File: src/rtl/scci_pkg.sv
// Purpose: Shared constants and types for the spline contour interpolator
// Assumes: 50 MHz REF_CLK
// Notes: Rate code equals ticks per point interval (code/5 ms over 0.2 ms)
package scci_pkg;
	localparam int unsigned CLK_HZ = 50_000_000;
	localparam int unsigned TICK_US = 200;
	localparam int unsigned TICK_CYC = TICK_US * (CLK_HZ / 1_000_000);
	localparam int unsigned INTERP_MS = 5;
	localparam int unsigned INTERP_CYC = INTERP_MS * (CLK_HZ / 1_000);
	localparam int unsigned PT_DEPTH = 2000;
	localparam logic [10:0] PT_LAST = 11'h7cf;
	localparam logic [10:0] PT_MAX = 11'h7d0;
	localparam logic [8:0] RATE_MIN = 9'h005;
	localparam logic [8:0] RATE_1MS = 9'h005;
	localparam logic [10:0] RING_MIN = 11'h005;
	localparam logic [10:0] RING_MAX = 11'h054;
	localparam int unsigned VEL_MSB = 24;
	localparam int unsigned MASK_LSB = 28;
	localparam int unsigned POS_LSB = 32;
	localparam int unsigned FRAC_W = 16;
	// Register offsets of the command block
	localparam logic [7:0] OFS_CMD = 8'h00;
	localparam logic [7:0] OFS_RUNARG = 8'h04;
	localparam logic [7:0] OFS_LOOPS = 8'h08;
	localparam logic [7:0] OFS_RATE = 8'h0c;
	localparam logic [7:0] OFS_PTIDX = 8'h10;
	localparam logic [7:0] OFS_PTPOS = 8'h14;
	localparam logic [7:0] OFS_PTVEL = 8'h18;
	localparam logic [7:0] OFS_STATUS = 8'h1c;
	localparam int unsigned RUNARG_START_LSB = 16;
	localparam int unsigned ST_DEV_BUSY = 0;
	localparam int unsigned ST_SEQ_BUSY = 1;
	localparam int unsigned ST_PEND = 2;
	localparam int unsigned ST_RATE_SEEN = 3;
	localparam int unsigned ST_SEQ_ERR = 4;
	localparam logic [1:0] RESP_OKAY = 2'h0;
	localparam logic [1:0] RESP_SLVERR = 2'h2;

	typedef enum logic [1:0] {SCCI_OP_RATE, SCCI_OP_SCALE, SCCI_OP_RUN, SCCI_OP_OTHER} scci_op_t;

	function automatic logic scci_is_spline(input scci_op_t op);
		return op != SCCI_OP_OTHER;
	endfunction : scci_is_spline

	function automatic logic [31:0] scci_vel_ext(input logic [24:0] v);
		return {{7{v[VEL_MSB]}}, v};
	endfunction : scci_vel_ext
endpackage : scci_pkg

File: src/rtl/scci_if.sv
// Purpose: Command and table link between sequencer and interpolator
// Assumes: Both ends on REF_CLK
// Notes: Command moves when cmd_valid and cmd_ready are both high
`timescale 1ns/1ps
interface scci_if;
	logic cmd_valid;
	logic cmd_ready;
	scci_pkg::scci_op_t cmd_op;
	logic [10:0] cmd_cnt;
	logic [10:0] cmd_start;
	logic [14:0] cmd_loops;
	logic [8:0] cmd_rate;
	logic pt_we;
	logic [10:0] pt_idx;
	logic [31:0] pt_pos;
	logic [31:0] pt_vel;
	logic busy;

	modport dev (input cmd_valid, cmd_op, cmd_cnt, cmd_start, cmd_loops, cmd_rate,
		pt_we, pt_idx, pt_pos, pt_vel, output cmd_ready, busy);
	modport host (output cmd_valid, cmd_op, cmd_cnt, cmd_start, cmd_loops, cmd_rate,
		pt_we, pt_idx, pt_pos, pt_vel, input cmd_ready, busy);
endinterface : scci_if

File: src/rtl/scci_host.sv
// Purpose: Command sequencer with AXI4-Lite register block
// Assumes: One write and one read outstanding at most
// Notes: Writes to CMD while a command is pending are refused with SLVERR
// Contract
// - rate code 5..511, spacing code/5 ms
// - interpolate on fixed 200 us tick
// - point is 32-bit position plus velocity
// - velocity is 25-bit 8.16 two's complement
// - top four velocity bits are axis mask
// - axis mask decoded only in spline mode
// - run point count at most 2000
// - each point drives a single motor; the code drives every axis set in the point's 4-bit mask
// - fetching begins at run start index
// - repeat count up to 32767 passes
// - zero repeat count loops until stopped
// - run starts at once, 5 ms interpret
// - order: rate, optional scale, then run
// - points loaded before run command
// - spline commands held until motion ends
// - other commands proceed without waiting
// - rate setting kept until changed
// - 1 ms spacing keeps 5..84 points
//
// Local design decisions: the register addresses and the AXI4-Lite register port.
`timescale 1ns/1ps
module scci_host #(
	parameter logic [17:0] INTERP_CYC = 18'(scci_pkg::INTERP_CYC)
) (
	input wire logic REF_CLK,
	input wire logic RST_B,
	input wire logic [7:0] S_AXI_AWADDR,
	input wire logic S_AXI_AWVALID,
	output logic S_AXI_AWREADY,
	input wire logic [31:0] S_AXI_WDATA,
	input wire logic [3:0] S_AXI_WSTRB,
	input wire logic S_AXI_WVALID,
	output logic S_AXI_WREADY,
	output logic [1:0] S_AXI_BRESP,
	output logic S_AXI_BVALID,
	input wire logic S_AXI_BREADY,
	input wire logic [7:0] S_AXI_ARADDR,
	input wire logic S_AXI_ARVALID,
	output logic S_AXI_ARREADY,
	output logic [31:0] S_AXI_RDATA,
	output logic [1:0] S_AXI_RRESP,
	output logic S_AXI_RVALID,
	input wire logic S_AXI_RREADY,
	scci_if.host lnk
);
	typedef enum logic [1:0] {SCCI_SQ_IDLE, SCCI_SQ_ISSUE, SCCI_SQ_INTERP} scci_sq_t;
	typedef struct packed {
		logic awrdy;
		logic wrdy;
		logic aw_have;
		logic w_have;
		logic [7:0] aw_addr;
		logic [31:0] w_data;
		logic [3:0] w_strb;
		logic bvalid;
		logic [1:0] bresp;
		logic arrdy;
		logic rvalid;
		logic [31:0] rdata;
		logic [1:0] rresp;
		logic [31:0] runarg;
		logic [14:0] loops;
		logic [8:0] rate;
		logic [10:0] pt_idx;
		logic [31:0] pt_pos;
		logic [31:0] pt_vel;
		logic pt_we;
		logic pend;
		scci_pkg::scci_op_t pend_op;
		logic rate_seen;
		logic seq_err;
		scci_sq_t sq;
		logic [17:0] wcnt;
		logic cvalid;
		scci_pkg::scci_op_t cop;
	} scci_host_st_t;

	scci_host_st_t s_r;
	scci_host_st_t s_nxt;

	function automatic logic [31:0] scci_wmerge(input logic [31:0] old, input logic [31:0] d,
			input logic [3:0] strb);
		logic [31:0] r;
		r = old;
		for (int b = 0; b < 4; b++) begin
			if (strb[b]) begin
				r[b*8 +: 8] = d[b*8 +: 8];
			end
		end
		return r;
	endfunction : scci_wmerge

	always_comb begin
		logic [31:0] rd;
		logic rd_ok;
		logic set_err;
		logic [10:0] cnt;
		rd = 32'h0000_0000;
		rd_ok = 1'b1;
		set_err = 1'b0;
		cnt = s_r.runarg[10:0];
		s_nxt = s_r;
		s_nxt.pt_we = 1'b0;
		if (s_r.bvalid && S_AXI_BREADY) begin
			s_nxt.bvalid = 1'b0;
		end
		if (S_AXI_AWVALID && s_r.awrdy) begin
			s_nxt.aw_have = 1'b1;
			s_nxt.aw_addr = S_AXI_AWADDR;
		end
		if (S_AXI_WVALID && s_r.wrdy) begin
			s_nxt.w_have = 1'b1;
			s_nxt.w_data = S_AXI_WDATA;
			s_nxt.w_strb = S_AXI_WSTRB;
		end
		if (s_r.aw_have && s_r.w_have && !s_r.bvalid) begin
			s_nxt.aw_have = 1'b0;
			s_nxt.w_have = 1'b0;
			s_nxt.bvalid = 1'b1;
			s_nxt.bresp = scci_pkg::RESP_OKAY;
			case (s_r.aw_addr)
				scci_pkg::OFS_CMD: begin
					if (s_r.pend) begin
						s_nxt.bresp = scci_pkg::RESP_SLVERR;
					end else begin
						s_nxt.pend = 1'b1;
						s_nxt.pend_op = scci_pkg::scci_op_t'(s_r.w_data[1:0]);
						if (scci_pkg::scci_op_t'(s_r.w_data[1:0]) == scci_pkg::SCCI_OP_RUN) begin
							// Run before any rate setting is flagged but still issued
							if (!s_r.rate_seen) begin
								set_err = 1'b1;
							end
							// Ring must hold 5 ms of points at the shortest spacing
							// Codes below the floor are clamped to 1 ms by the interpolator
							if (s_r.rate <= scci_pkg::RATE_1MS &&
									(cnt < scci_pkg::RING_MIN || cnt > scci_pkg::RING_MAX)) begin
								set_err = 1'b1;
							end
						end
					end
				end
				scci_pkg::OFS_RUNARG: s_nxt.runarg = scci_wmerge(s_r.runarg, s_r.w_data, s_r.w_strb);
				scci_pkg::OFS_LOOPS: s_nxt.loops = 15'(scci_wmerge(32'(s_r.loops), s_r.w_data,
					s_r.w_strb));
				scci_pkg::OFS_RATE: s_nxt.rate = 9'(scci_wmerge(32'(s_r.rate), s_r.w_data, s_r.w_strb));
				scci_pkg::OFS_PTIDX: s_nxt.pt_idx = 11'(scci_wmerge(32'(s_r.pt_idx), s_r.w_data,
					s_r.w_strb));
				scci_pkg::OFS_PTPOS: s_nxt.pt_pos = scci_wmerge(s_r.pt_pos, s_r.w_data, s_r.w_strb);
				scci_pkg::OFS_PTVEL: begin
					// Velocity write completes the eight-byte point and stores it
					s_nxt.pt_vel = scci_wmerge(s_r.pt_vel, s_r.w_data, s_r.w_strb);
					s_nxt.pt_we = 1'b1;
				end
				scci_pkg::OFS_STATUS: begin
					if (s_r.w_data[scci_pkg::ST_SEQ_ERR]) begin
						s_nxt.seq_err = 1'b0;
					end
				end
				default: s_nxt.bresp = scci_pkg::RESP_SLVERR;
			endcase
		end
		if (set_err) begin
			s_nxt.seq_err = 1'b1;
		end
		case (S_AXI_ARADDR)
			scci_pkg::OFS_CMD: rd = {30'h0, s_r.pend_op};
			scci_pkg::OFS_RUNARG: rd = s_r.runarg;
			scci_pkg::OFS_LOOPS: rd = 32'(s_r.loops);
			scci_pkg::OFS_RATE: rd = 32'(s_r.rate);
			scci_pkg::OFS_PTIDX: rd = 32'(s_r.pt_idx);
			scci_pkg::OFS_PTPOS: rd = s_r.pt_pos;
			scci_pkg::OFS_PTVEL: rd = s_r.pt_vel;
			scci_pkg::OFS_STATUS: begin
				rd[scci_pkg::ST_DEV_BUSY] = lnk.busy;
				rd[scci_pkg::ST_SEQ_BUSY] = s_r.sq != SCCI_SQ_IDLE;
				rd[scci_pkg::ST_PEND] = s_r.pend;
				rd[scci_pkg::ST_RATE_SEEN] = s_r.rate_seen;
				rd[scci_pkg::ST_SEQ_ERR] = s_r.seq_err;
			end
			default: rd_ok = 1'b0;
		endcase
		if (s_r.rvalid && S_AXI_RREADY) begin
			s_nxt.rvalid = 1'b0;
		end
		if (S_AXI_ARVALID && s_r.arrdy) begin
			s_nxt.rvalid = 1'b1;
			s_nxt.rdata = rd;
			s_nxt.rresp = rd_ok ? scci_pkg::RESP_OKAY : scci_pkg::RESP_SLVERR;
		end
		s_nxt.arrdy = !s_nxt.rvalid;
		s_nxt.awrdy = !s_nxt.aw_have && !s_nxt.bvalid;
		s_nxt.wrdy = !s_nxt.w_have && !s_nxt.bvalid;
		case (s_r.sq)
			SCCI_SQ_IDLE: begin
				// Spline commands wait for motion to end, others go at once
				if (s_r.pend && (!scci_pkg::scci_is_spline(s_r.pend_op) || !lnk.busy)) begin
					s_nxt.cvalid = 1'b1;
					s_nxt.cop = s_r.pend_op;
					s_nxt.sq = SCCI_SQ_ISSUE;
				end
			end
			SCCI_SQ_ISSUE: begin
				if (lnk.cmd_ready) begin
					s_nxt.cvalid = 1'b0;
					s_nxt.pend = 1'b0;
					s_nxt.wcnt = 18'h00000;
					if (s_r.cop == scci_pkg::SCCI_OP_RATE) begin
						s_nxt.rate_seen = 1'b1;
					end
					s_nxt.sq = (s_r.cop == scci_pkg::SCCI_OP_RUN) ? SCCI_SQ_INTERP : SCCI_SQ_IDLE;
				end
			end
			SCCI_SQ_INTERP: begin
				// Interpretation time of a run before the next line
				s_nxt.wcnt = s_r.wcnt + 18'h00001;
				if (s_r.wcnt >= INTERP_CYC - 18'h00001) begin
					s_nxt.sq = SCCI_SQ_IDLE;
				end
			end
			default: s_nxt.sq = SCCI_SQ_IDLE;
		endcase
	end

	always_ff @(posedge REF_CLK) begin
		if (!RST_B) begin
			s_r <= '0;
			s_r.rate <= scci_pkg::RATE_MIN;
			s_r.awrdy <= 1'b1;
			s_r.wrdy <= 1'b1;
			s_r.arrdy <= 1'b1;
		end else begin
			s_r <= s_nxt;
		end
	end

	assign S_AXI_AWREADY = s_r.awrdy;
	assign S_AXI_WREADY = s_r.wrdy;
	assign S_AXI_BVALID = s_r.bvalid;
	assign S_AXI_BRESP = s_r.bresp;
	assign S_AXI_ARREADY = s_r.arrdy;
	assign S_AXI_RVALID = s_r.rvalid;
	assign S_AXI_RDATA = s_r.rdata;
	assign S_AXI_RRESP = s_r.rresp;
	assign lnk.cmd_valid = s_r.cvalid;
	assign lnk.cmd_op = s_r.cop;
	assign lnk.cmd_cnt = s_r.runarg[10:0];
	assign lnk.cmd_start = s_r.runarg[scci_pkg::RUNARG_START_LSB +: 11];
	assign lnk.cmd_loops = s_r.loops;
	assign lnk.cmd_rate = s_r.rate;
	assign lnk.pt_we = s_r.pt_we;
	assign lnk.pt_idx = s_r.pt_idx;
	assign lnk.pt_pos = s_r.pt_pos;
	assign lnk.pt_vel = s_r.pt_vel;
endmodule : scci_host

File: src/flat_wrapper.sv
// flat-port wrapper written by rule: the top's interface ports become plain ports
module scci_host_flat 
#(
	parameter logic [17:0] INTERP_CYC = 18'(scci_pkg::INTERP_CYC)
)
  (REF_CLK, RST_B, S_AXI_AWADDR, S_AXI_AWVALID, S_AXI_AWREADY, S_AXI_WDATA, S_AXI_WSTRB, S_AXI_WVALID, S_AXI_WREADY, S_AXI_BRESP, S_AXI_BVALID, S_AXI_BREADY, S_AXI_ARADDR, S_AXI_ARVALID, S_AXI_ARREADY, S_AXI_RDATA, S_AXI_RRESP, S_AXI_RVALID, S_AXI_RREADY, lnk_cmd_valid, lnk_cmd_op, lnk_cmd_cnt, lnk_cmd_start, lnk_cmd_loops, lnk_cmd_rate, lnk_pt_we, lnk_pt_idx, lnk_pt_pos, lnk_pt_vel, lnk_cmd_ready, lnk_busy);
  scci_if lnk_i ();
  input wire logic REF_CLK;
  input wire logic RST_B;
  input wire logic [7:0] S_AXI_AWADDR;
  input wire logic S_AXI_AWVALID;
  output logic S_AXI_AWREADY;
  input wire logic [31:0] S_AXI_WDATA;
  input wire logic [3:0] S_AXI_WSTRB;
  input wire logic S_AXI_WVALID;
  output logic S_AXI_WREADY;
  output logic [1:0] S_AXI_BRESP;
  output logic S_AXI_BVALID;
  input wire logic S_AXI_BREADY;
  input wire logic [7:0] S_AXI_ARADDR;
  input wire logic S_AXI_ARVALID;
  output logic S_AXI_ARREADY;
  output logic [31:0] S_AXI_RDATA;
  output logic [1:0] S_AXI_RRESP;
  output logic S_AXI_RVALID;
  input wire logic S_AXI_RREADY;
  output wire logic [$bits(lnk_i.cmd_valid)-1:0] lnk_cmd_valid;
  output wire logic [$bits(lnk_i.cmd_op)-1:0] lnk_cmd_op;
  output wire logic [$bits(lnk_i.cmd_cnt)-1:0] lnk_cmd_cnt;
  output wire logic [$bits(lnk_i.cmd_start)-1:0] lnk_cmd_start;
  output wire logic [$bits(lnk_i.cmd_loops)-1:0] lnk_cmd_loops;
  output wire logic [$bits(lnk_i.cmd_rate)-1:0] lnk_cmd_rate;
  output wire logic [$bits(lnk_i.pt_we)-1:0] lnk_pt_we;
  output wire logic [$bits(lnk_i.pt_idx)-1:0] lnk_pt_idx;
  output wire logic [$bits(lnk_i.pt_pos)-1:0] lnk_pt_pos;
  output wire logic [$bits(lnk_i.pt_vel)-1:0] lnk_pt_vel;
  input wire logic [$bits(lnk_i.cmd_ready)-1:0] lnk_cmd_ready;
  input wire logic [$bits(lnk_i.busy)-1:0] lnk_busy;
  assign lnk_cmd_valid = lnk_i.cmd_valid;
  assign lnk_cmd_op = lnk_i.cmd_op;
  assign lnk_cmd_cnt = lnk_i.cmd_cnt;
  assign lnk_cmd_start = lnk_i.cmd_start;
  assign lnk_cmd_loops = lnk_i.cmd_loops;
  assign lnk_cmd_rate = lnk_i.cmd_rate;
  assign lnk_pt_we = lnk_i.pt_we;
  assign lnk_pt_idx = lnk_i.pt_idx;
  assign lnk_pt_pos = lnk_i.pt_pos;
  assign lnk_pt_vel = lnk_i.pt_vel;
  assign lnk_i.cmd_ready = lnk_cmd_ready;
  assign lnk_i.busy = lnk_busy;
  scci_host #(.INTERP_CYC(INTERP_CYC)) u_core (.REF_CLK(REF_CLK), .RST_B(RST_B), .S_AXI_AWADDR(S_AXI_AWADDR), .S_AXI_AWVALID(S_AXI_AWVALID), .S_AXI_AWREADY(S_AXI_AWREADY), .S_AXI_WDATA(S_AXI_WDATA), .S_AXI_WSTRB(S_AXI_WSTRB), .S_AXI_WVALID(S_AXI_WVALID), .S_AXI_WREADY(S_AXI_WREADY), .S_AXI_BRESP(S_AXI_BRESP), .S_AXI_BVALID(S_AXI_BVALID), .S_AXI_BREADY(S_AXI_BREADY), .S_AXI_ARADDR(S_AXI_ARADDR), .S_AXI_ARVALID(S_AXI_ARVALID), .S_AXI_ARREADY(S_AXI_ARREADY), .S_AXI_RDATA(S_AXI_RDATA), .S_AXI_RRESP(S_AXI_RRESP), .S_AXI_RVALID(S_AXI_RVALID), .S_AXI_RREADY(S_AXI_RREADY), .lnk(lnk_i));
endmodule
File: config.mk
export PLATFORM = sky130hd
export DESIGN_NAME = scci_host_flat
export DESIGN_NICKNAME = d
export VERILOG_FILES = /design/src/rtl/scci_pkg.sv /design/src/rtl/scci_if.sv /design/src/rtl/scci_host.sv /design/src/flat_wrapper.sv
export SDC_FILE = /design/constraint.sdc
export NUM_CORES = 1
export LEC_CHECK = 0
export ABC_AREA = 1
export BUFFER_PORTS_ARGS = -buffer_cell sky130_fd_sc_hd__buf_2
export CAP_MARGIN = 15
export CORE_UTILIZATION = 30
export CTS_CLUSTER_SIZE = 12
export DETAILED_ROUTE_END_ITERATION = 10
export GPL_TIMING_DRIVEN = 0
export MAX_ROUTING_LAYER = met4
export SLEW_MARGIN = 20
export SYNTH_ARGS = -nofsm -noshare
export SYNTH_HDL_FRONTEND = slang
export SYNTH_SLANG_ARGS = --single-unit
File: constraint.sdc
create_clock -name REF_CLK -period 4.1 [get_ports REF_CLK]
set_input_delay 0.41 -clock REF_CLK [delete_from_list [all_inputs] [get_ports REF_CLK]]
set_output_delay 0.41 -clock REF_CLK [all_outputs]
set_load 0.05 [all_outputs]
==> reports/qor.txt, run 1 <==
Area growth from synthesis to layout - 23.20%
CTS clk-pin slew, worst paths - 0.06 ns
Antenna Violating Nets Remaining - 0
Count of yosys warnings during synthesis - 0
Number of global-route vias before repair - 10031
Largest buffer count on any clock path - 3
Detailed Place HPWL - 31990 µm
Proportion of netlist area held by the largest area contributor - 42.44%
Number of I/O port buffers - 224
Post-CTS Resized - 0
Critical path data required time - 4.51 ns
Area of the mapped netlist - 11560 µm²
Kind of end point of the critical path - register
RSZ-0062 raised after global routing - false
Fraction of layout cells with a size suffix above 1 - 26.26%
Setup violators final - 0
Total count of hold-check failures in the final report - 0
Num ports - 227
Worst-case headroom to the max-slew limit - 32.73%
Count of vias placed by the detailed router - 10943
Post-Route Skew - 0.01889 ns
Row count - 71
Global Route Usage Sum - 21.20%
Non-filler instance count after layout - 2355
Transition time at the pin with the least slew margin - 1.009 ns
Hold-fix buffers at CTS - 0
Root Driver - clkbuf_16
Peak clock frequency supported by timing - 456.8 MHz
Top post-synthesis cells by area - dfxtp_1 (42%), buf_4 (11%), o21ai_0 (9.4%)
Max-cap check violation count - 0
Leakage - 6.113 nW
Worst-path fanout max - 10
CTS H-tree lvls - 1
DRC violation count after routing - 0
Per-instance average area after synthesis - 7.375 µm²
Top cell type by total area after synthesis - dfxtp_1
Final std cell area, no fill - 14240 µm²
Detailed Route WL - 41430 µm
Later-pin clock latency in the skew report - 0.56 ns
Final estimated routing congestion in global placement - 0.9150
TritonCTS sink count - 245
Number of clock buffers inserted by TritonCTS - 29
Maximum number of pins on one net before global-route repair - 15
Fin util - 37.71%
Clock period minus worst slack - 2.189 ns
Commonest non-fill, non-tap cell in the layout - dfxtp_1
Highest ir drop seen on vdd - 0.0003030 V
Path category of the worst min-delay check - primary input to register
Setup tns final - 0 ns
Number of distinct standard cells referenced by the synthesized netlist - 38
First-pass GRT wire length - 60680 µm
Critical Path Start Type - register
Setup slack of the critical path after layout - 1.911 ns
Placement Cell Area - 13320 µm²
Max Slew Vio Count - 0
Critical path type - register to register
Commonest cells after routing, fill and taps aside - dfxtp_1 (245), buf_2 (238), o21ai_0 (218)
Post-Synthesis Cells - 1567
NumNets Final - 1885
Period utilisation layout - 53.39%
Result of the run - finished clean
Overflow left after global routing - 0
Die ar. - 39310 µm²
CP Data Arrival Time - 2.60 ns
Die height - 198.3 µm
Routed len/inst - 17.59 µm
#FFs+latches synth - 245
Worst setup slack after placement - 1.568 ns
Final worst hold slack - 0.1064 ns
Part of the Yosys area used for sequential elements - 42.44%
First-pass iteration count of the detailed router - 5
Number of cells in the design after placement - 2303
Initial antenna violation count - 1
Starting Density - 30.61%
TritonCTS clock tree - yes
Core Region - 37760 µm²
Detailed router's first-iteration violation count - 858
Horizontal extent of the die - 198.3 µm
Buffer count from post-CTS setup fixing - 0
Total power of the final layout - 5.434 mW
Detailed-route vias per instance - 4.647
Number of fill cells - 4039
Total power divided by cell area - 381.7 nW/µm²
[worst max-delay path: stages, from the launching register on]
cell	delay, ns
dfxtp_1	0.32
nor2_2	0.18
inv_2	0.09
nor3_1	0.57
nand3_1	0.40
buf_2	0.32
nand2_1	0.09
o211ai_1	0.08
[kinds of logic after synthesis]
family / share of synthesized area [%]
AOI/OAI and AO/OA: 20.67
and+or+nand+nor: 17.02
buffers and inverters: 19.73
DFF: 42.44
adders and majority gates: 0.1083
other: 0.03245
[synthesized netlist by cell type (all sizes together)]
library cell and count:
dfxtp 245, conb 1, nor3 10, buf 186, a31oi 2, ha 1, nand2 173, a211oi 1
clkinv 2, nand4 10, o31ai 2, a221oi 1, o211ai 12, nor4 2, clkbuf 47, nor2 146
o22ai 9, a21oi 196, o21ai 238, or2 2, inv 187, and2 2, nand3 92
[flip-flops by register name, indices dropped and copies added, names as in the netlist]
name / flops
u_core.S_AXI_AWREADY: 1
u_core.lnk.pt_vel: 32
u_core.lnk.cmd_start: 11
u_core.lnk.cmd_rate: 9
u_core.S_AXI_WREADY: 1
u_core.lnk.pt_we: 1
u_core.s_r: 81
u_core.S_AXI_RDATA: 32
u_core.S_AXI_ARREADY: 1
u_core.lnk.cmd_op: 2
u_core.lnk.cmd_loops: 15
u_core.lnk.pt_idx: 11
u_core.S_AXI_BRESP: 1
u_core.lnk.cmd_valid: 1
u_core.lnk.pt_pos: 32
u_core.S_AXI_RVALID: 1
u_core.S_AXI_BVALID: 1
u_core.S_AXI_RRESP: 1
u_core.lnk.cmd_cnt: 11
[final timing paths]
check             slack [ns]                     end             from  cells past startpoint
setup / recovery        1.91  u_core.lnk.cmd_rate[0]  u_core.s_r[235]                      7
hold / removal          0.11         u_core.s_r[231]  S_AXI_WDATA[28]                      3
setup reg to reg        1.91  u_core.lnk.cmd_rate[0]  u_core.s_r[235]                      7
hold reg to reg         0.45         u_core.s_r[143]  u_core.s_r[143]                      2
[layout make-up]
cell class	count	area (µm²)	share of cell area [%]
Timing Repair Buffer	224	1121	7.874
Inverter	189	711.9	5.000
Sequential cell	245	4905	34.45
Buffer	233	1568	11.01
Multi-Input combinational cell	901	4375	30.73
Antenna cell	1	2.502	0.01758
Tap cell	511	639.4	4.491
Clock inverter	11	117.6	0.8261
Clock buffer	40	797.0	5.598
[routing by layer]
layer / GRT usage (%) / vias to the layer above / routed length (µm)
li1: - / 5487 / -
met2: 34.37 / 310 / 19620
met3: 2.521 / 52 / 2233
met5: - / - / 0
met4: 5.225 / 0 / 923
met1: 27.93 / 5094 / 18650
[power breakdown]
group | switching [mW] | internal [mW]
registers | 0.0701 | 2.44
logic | 0.290 | 0.109
clock network | 1.05 | 1.48
total | 1.41 | 4.02
(Power assumes the default switching activity.)
==> run 2: changes to the inputs <==
ABC_AREA = 0   (was 1)
clock period = 1.8 ns   (was 4.1 ns; I/O delays follow)
==> run 2 against run 1 <==
The flow now finishes with violations (negative setup slack). Critical path depth fell by 1. First-iteration DRC count fell by 21%. Core utilization rose by 2.1 points. Synthesized cell count fell by 19%. Setup slack got worse by 2.0 ns. Count of clock-buffer cells in the layout fell by 2. Total power rose by 120%. Critical path type unchanged.
==> reports/qor.txt, run 2 <==
Commonest cells after routing, fill and taps aside - dfxtp_1 (240), buf_2 (233), nand2_1 (195)
Per-instance average area after synthesis - 8.756 µm² (+19%)
Switching power - 2.898 mW (+110%)
Critical Path Start Type - register
Number of cells on the worst hold path - 3 (unchanged)
Commonest non-fill, non-tap cell in the layout - dfxtp_1
Logic pwr share - 7.8% (+0.5 points)
Part of the Yosys area used for sequential elements - 43.93% (+1.5 points)
Critical register-to-register path startpoint - u_core.s_r[236]
Worst-path fanout max - 8 (-2)
Overflow left after global routing - 0 (unchanged)
#FFs+latches synth - 245 (unchanged)
CTS clk-pin slew, worst paths - 0.06 ns (about the same)
Detailed router's first-iteration violation count - 678 (-21%)
Result of the run - complete, but fails checks
Peak clock frequency supported by timing - 541.1 MHz (+18%)
Total power divided by cell area - 814.7 nW/µm² (+110%)
Clock period minus worst slack - 1.848 ns (-0.3410 ns)
TritonCTS sink count - 245 (unchanged)
Setup slack of the critical path after layout - -0.04801 ns (-1.959 ns)
Most common flop cell mapped by yosys - dfxtp_1
Kind of end point of the critical path - register
Final estimated routing congestion in global placement - 0.9161 (+0.12%)
Core Region - 36610 µm² (-3.0%)
Detailed Place HPWL - 29340 µm (-8.3%)
Number of fill cells - 3786 (-6.3%)
Largest register by flop count - u_core.s_r
Num ports - 227 (unchanged)
Total count of hold-check failures in the final report - 0 (unchanged)
CTS H-tree lvls - 1 (unchanged)
Number of I/O port buffers - 222 (-0.89%)
Asr flop ratio synth - 0% (unchanged)
Placement Cell Area - 12880 µm² (-3.3%)
Maximum number of pins on one net before global-route repair - 18 (+3)
Net Sw Frac - 24.38% (-1.6 points)
Die height - 194.9 µm (-1.7%)
Setup violators final - 26 (+26)
Leakage - 6.545 nW (+7.1%)
Largest buffer count on any clock path - 3 (unchanged)
Transition time at the pin with the least slew margin - 0.9089 ns (-0.1003 ns)
Global Route Usage Sum - 20.38% (-0.82 points)
Max Slew Vio Count - 0 (unchanged)
Internal Power - 8.985 mW (+120%)
TritonCTS clock tree - yes
Detailed Route WL - 39130 µm (-5.5%)
Highest ir drop seen on vdd - 0.0006441 V (+110%)
Multi-input gate area - 4842 µm² (+11%)
Area of the mapped netlist - 11160 µm² (-3.4%)
Setup tns final - -0.6891 ns (-0.6891 ns)
CP peak stage delay - 0.57 ns (about the same)
Row count - 70 (-1.4%)
Count of vias placed by the detailed router - 10360 (-5.3%)
Worst setup slack after placement - -0.7663 ns (-2.334 ns)
Period utilisation layout - 102.7% (+49 points)
Routed len/inst - 18.79 µm (+6.8%)
Fraction of layout cells with a size suffix above 1 - 33.75% (+7.5 points)
Area growth from synthesis to layout - 30.64%
Flip-flop count of the largest register, all copies and words added - 81 (unchanged)
Horizontal extent of the die - 194.9 µm (-1.7%)
Path category of the worst min-delay check - primary input to register
Antenna Violating Nets Remaining - 0 (unchanged)
Number of enable flip-flop cells after synthesis - 0 (unchanged)
Post-Synthesis Cells - 1275 (-19%)
Detailed-route vias per instance - 4.974 (+7.0%)
Endpoint of the worst hold path - u_core.S_AXI_BVALID
Combined buffer and inverter count along the critical path - 2 (unchanged)
Crit path max-delay family - simple AND/OR/NAND/NOR gates
Starting Density - 30.50% (-0.11 points)
Top cell type by total area after synthesis - dfxtp_1
Number of clock buffers inserted by TritonCTS - 27 (-6.9%)
Root Driver - clkbuf_16
Register-to-register setup slack - -0.05 ns (-1.96 ns)
Violations in the final reports - negative setup slack
First-pass iteration count of the detailed router - 6 (+1)
Reg-to-reg critical path endpoint - u_core.lnk.cmd_start[9]
Relative contribution of the clock network to total power - 45.0% (-1.5 points)
Most numerous cell in the Yosys netlist - dfxtp_1
Commonest cells post-synth - dfxtp_1 (245), nand2_1 (195), buf_4 (159)
Proportion of netlist area held by the largest area contributor - 43.93% (+1.5 points)
Critical path data required time - 2.21 ns (-2.30 ns)
Worst reg-to-reg path cell count - 6 (-1)
Critical path type - register to register
RSZ-0062 raised after global routing - true
Max-cap check violation count - 0 (unchanged)
Final std cell area, no fill - 14590 µm² (+2.4%)
NumNets Final - 1657 (-12%)
Later-pin clock latency in the skew report - 0.53 ns (-0.03 ns)
Post-Route Skew - 0.01314 ns (-0.005742 ns)
Critical path's slowest cell - or4_4
CP Data Arrival Time - 2.25 ns (-0.35 ns)
Sequential share of power - 47.2% (+1.1 points)
First-pass GRT wire length - 58260 µm (-4.0%)
Initial antenna violation count - 3 (+2)
Hold Crit Start - S_AXI_BREADY
Die ar. - 37990 µm² (-3.4%)
Number of global-route vias before repair - 9830 (-2.0%)
Cell breakdown of the critical path - or4_4 > nor3_4 > buf_6 > nand4_4 > buf_12 > mux2i_1
Worst-case headroom to the max-slew limit - 38.56% (+5.8 points)
Number of distinct standard cells referenced by the synthesized netlist - 71 (+87%)
Top post-synthesis cells by area - dfxtp_1 (44%), buf_4 (11%), mux2i_1 (6.7%)
DRC violation count after routing - 0 (unchanged)
Final worst hold slack - 0.03712 ns (-0.06932 ns)
Sequential cell area - 4913 µm² (+0.18%)
Count of yosys warnings during synthesis - 0 (unchanged)
Fin util - 39.84% (+2.1 points)
## run 2: worst max-delay path by stage
stage          slack [ns]             from                       to  cells after the start
2_1_floorplan       -0.12  u_core.s_r[235]    u_core.lnk.pt_vel[30]                      5
3_3_place_gp        -0.61  S_AXI_ARADDR[2]   u_core.S_AXI_RDATA[29]                      7
3_5_place_dp        -0.77  S_AXI_ARADDR[2]   u_core.S_AXI_RDATA[22]                      7
4_1_cts             -0.04  u_core.s_r[236]  u_core.lnk.cmd_start[9]                      6
5_1_grt             -0.11  u_core.s_r[236]    u_core.lnk.pt_vel[19]                      6
6_report            -0.05  u_core.s_r[236]  u_core.lnk.cmd_start[9]                      6
## run 2: layout make-up
type	count	share of cell area [%]
flip-flops and latches	245	33.69
multi-input cells	788	33.20
repair buffers	294	12.42
plain buffers	232	10.60
clock buffers	38	5.396
well taps	468	4.015
clock inverters	8	0.4461
inverters	7	0.1801
diodes	3	0.05147
## run 2: worst reg2reg max path: cells and delay by family (launching register included)
family	cells	cell delay, ns
buf+inv	2	0.33
flops	1	0.34
mux	1	0.13
simple gates	3	0.93
## run 2: cells by family (layout without fill, tap and decap cells)
logic type | Yosys count | count (layout) | synth area share [%]
buf+inv | 243 | 579 | 13.66
xor+xnor | 1 | 1 | 0.07846
flops | 245 | 245 | 43.93
other cells | 1 | 5 | 0.03359
fa+ha+maj | 1 | 1 | 0.1121
compound gates | 271 | 271 | 15.57
mux | 89 | 89 | 8.439
simple gates | 424 | 424 | 18.18
## run 2: power groups by stage
stage                     registers (mW)  clock network (mW)  logic [mW]
after floorplan                     5.72                   0       0.468
after global placement              5.71                   0       0.807
after detailed placement            5.71                   0       0.817
after global routing                5.62                5.64       0.999
final                               5.61                5.35       0.926
after CTS                           5.60                5.43       0.915
## run 2: repair_timing
action,in CTS,in global routing
gates resized for setup,34,43
cloned,1,2
setup endpoints to repair,153,153
hold buffers,48,0
setup buffers,17,4
endpoints found under the hold margin,47,0
pin swaps,14,2
## run 2: layer usage
metal / GRT usage, % / share of wire, % / vias up / routed length, µm
met3: 2.950 / 5.6 / 70 / 2198
met5: - / 0 / - / 0
met4: 6.533 / 2.8 / 0 / 1082
met1: 26.19 / 45 / 4964 / 17510
met2: 32.83 / 47 / 348 / 18340
li1: - / - / 4978 / -
## run 2: through the flow
step	std cells	power [mW]
2_1_floorplan	1276	6.190
3_3_place_gp	1966	6.515
3_5_place_dp	1966	6.528
4_1_cts	2074	11.95
5_1_grt	2083	12.26
6_report	2083	11.88
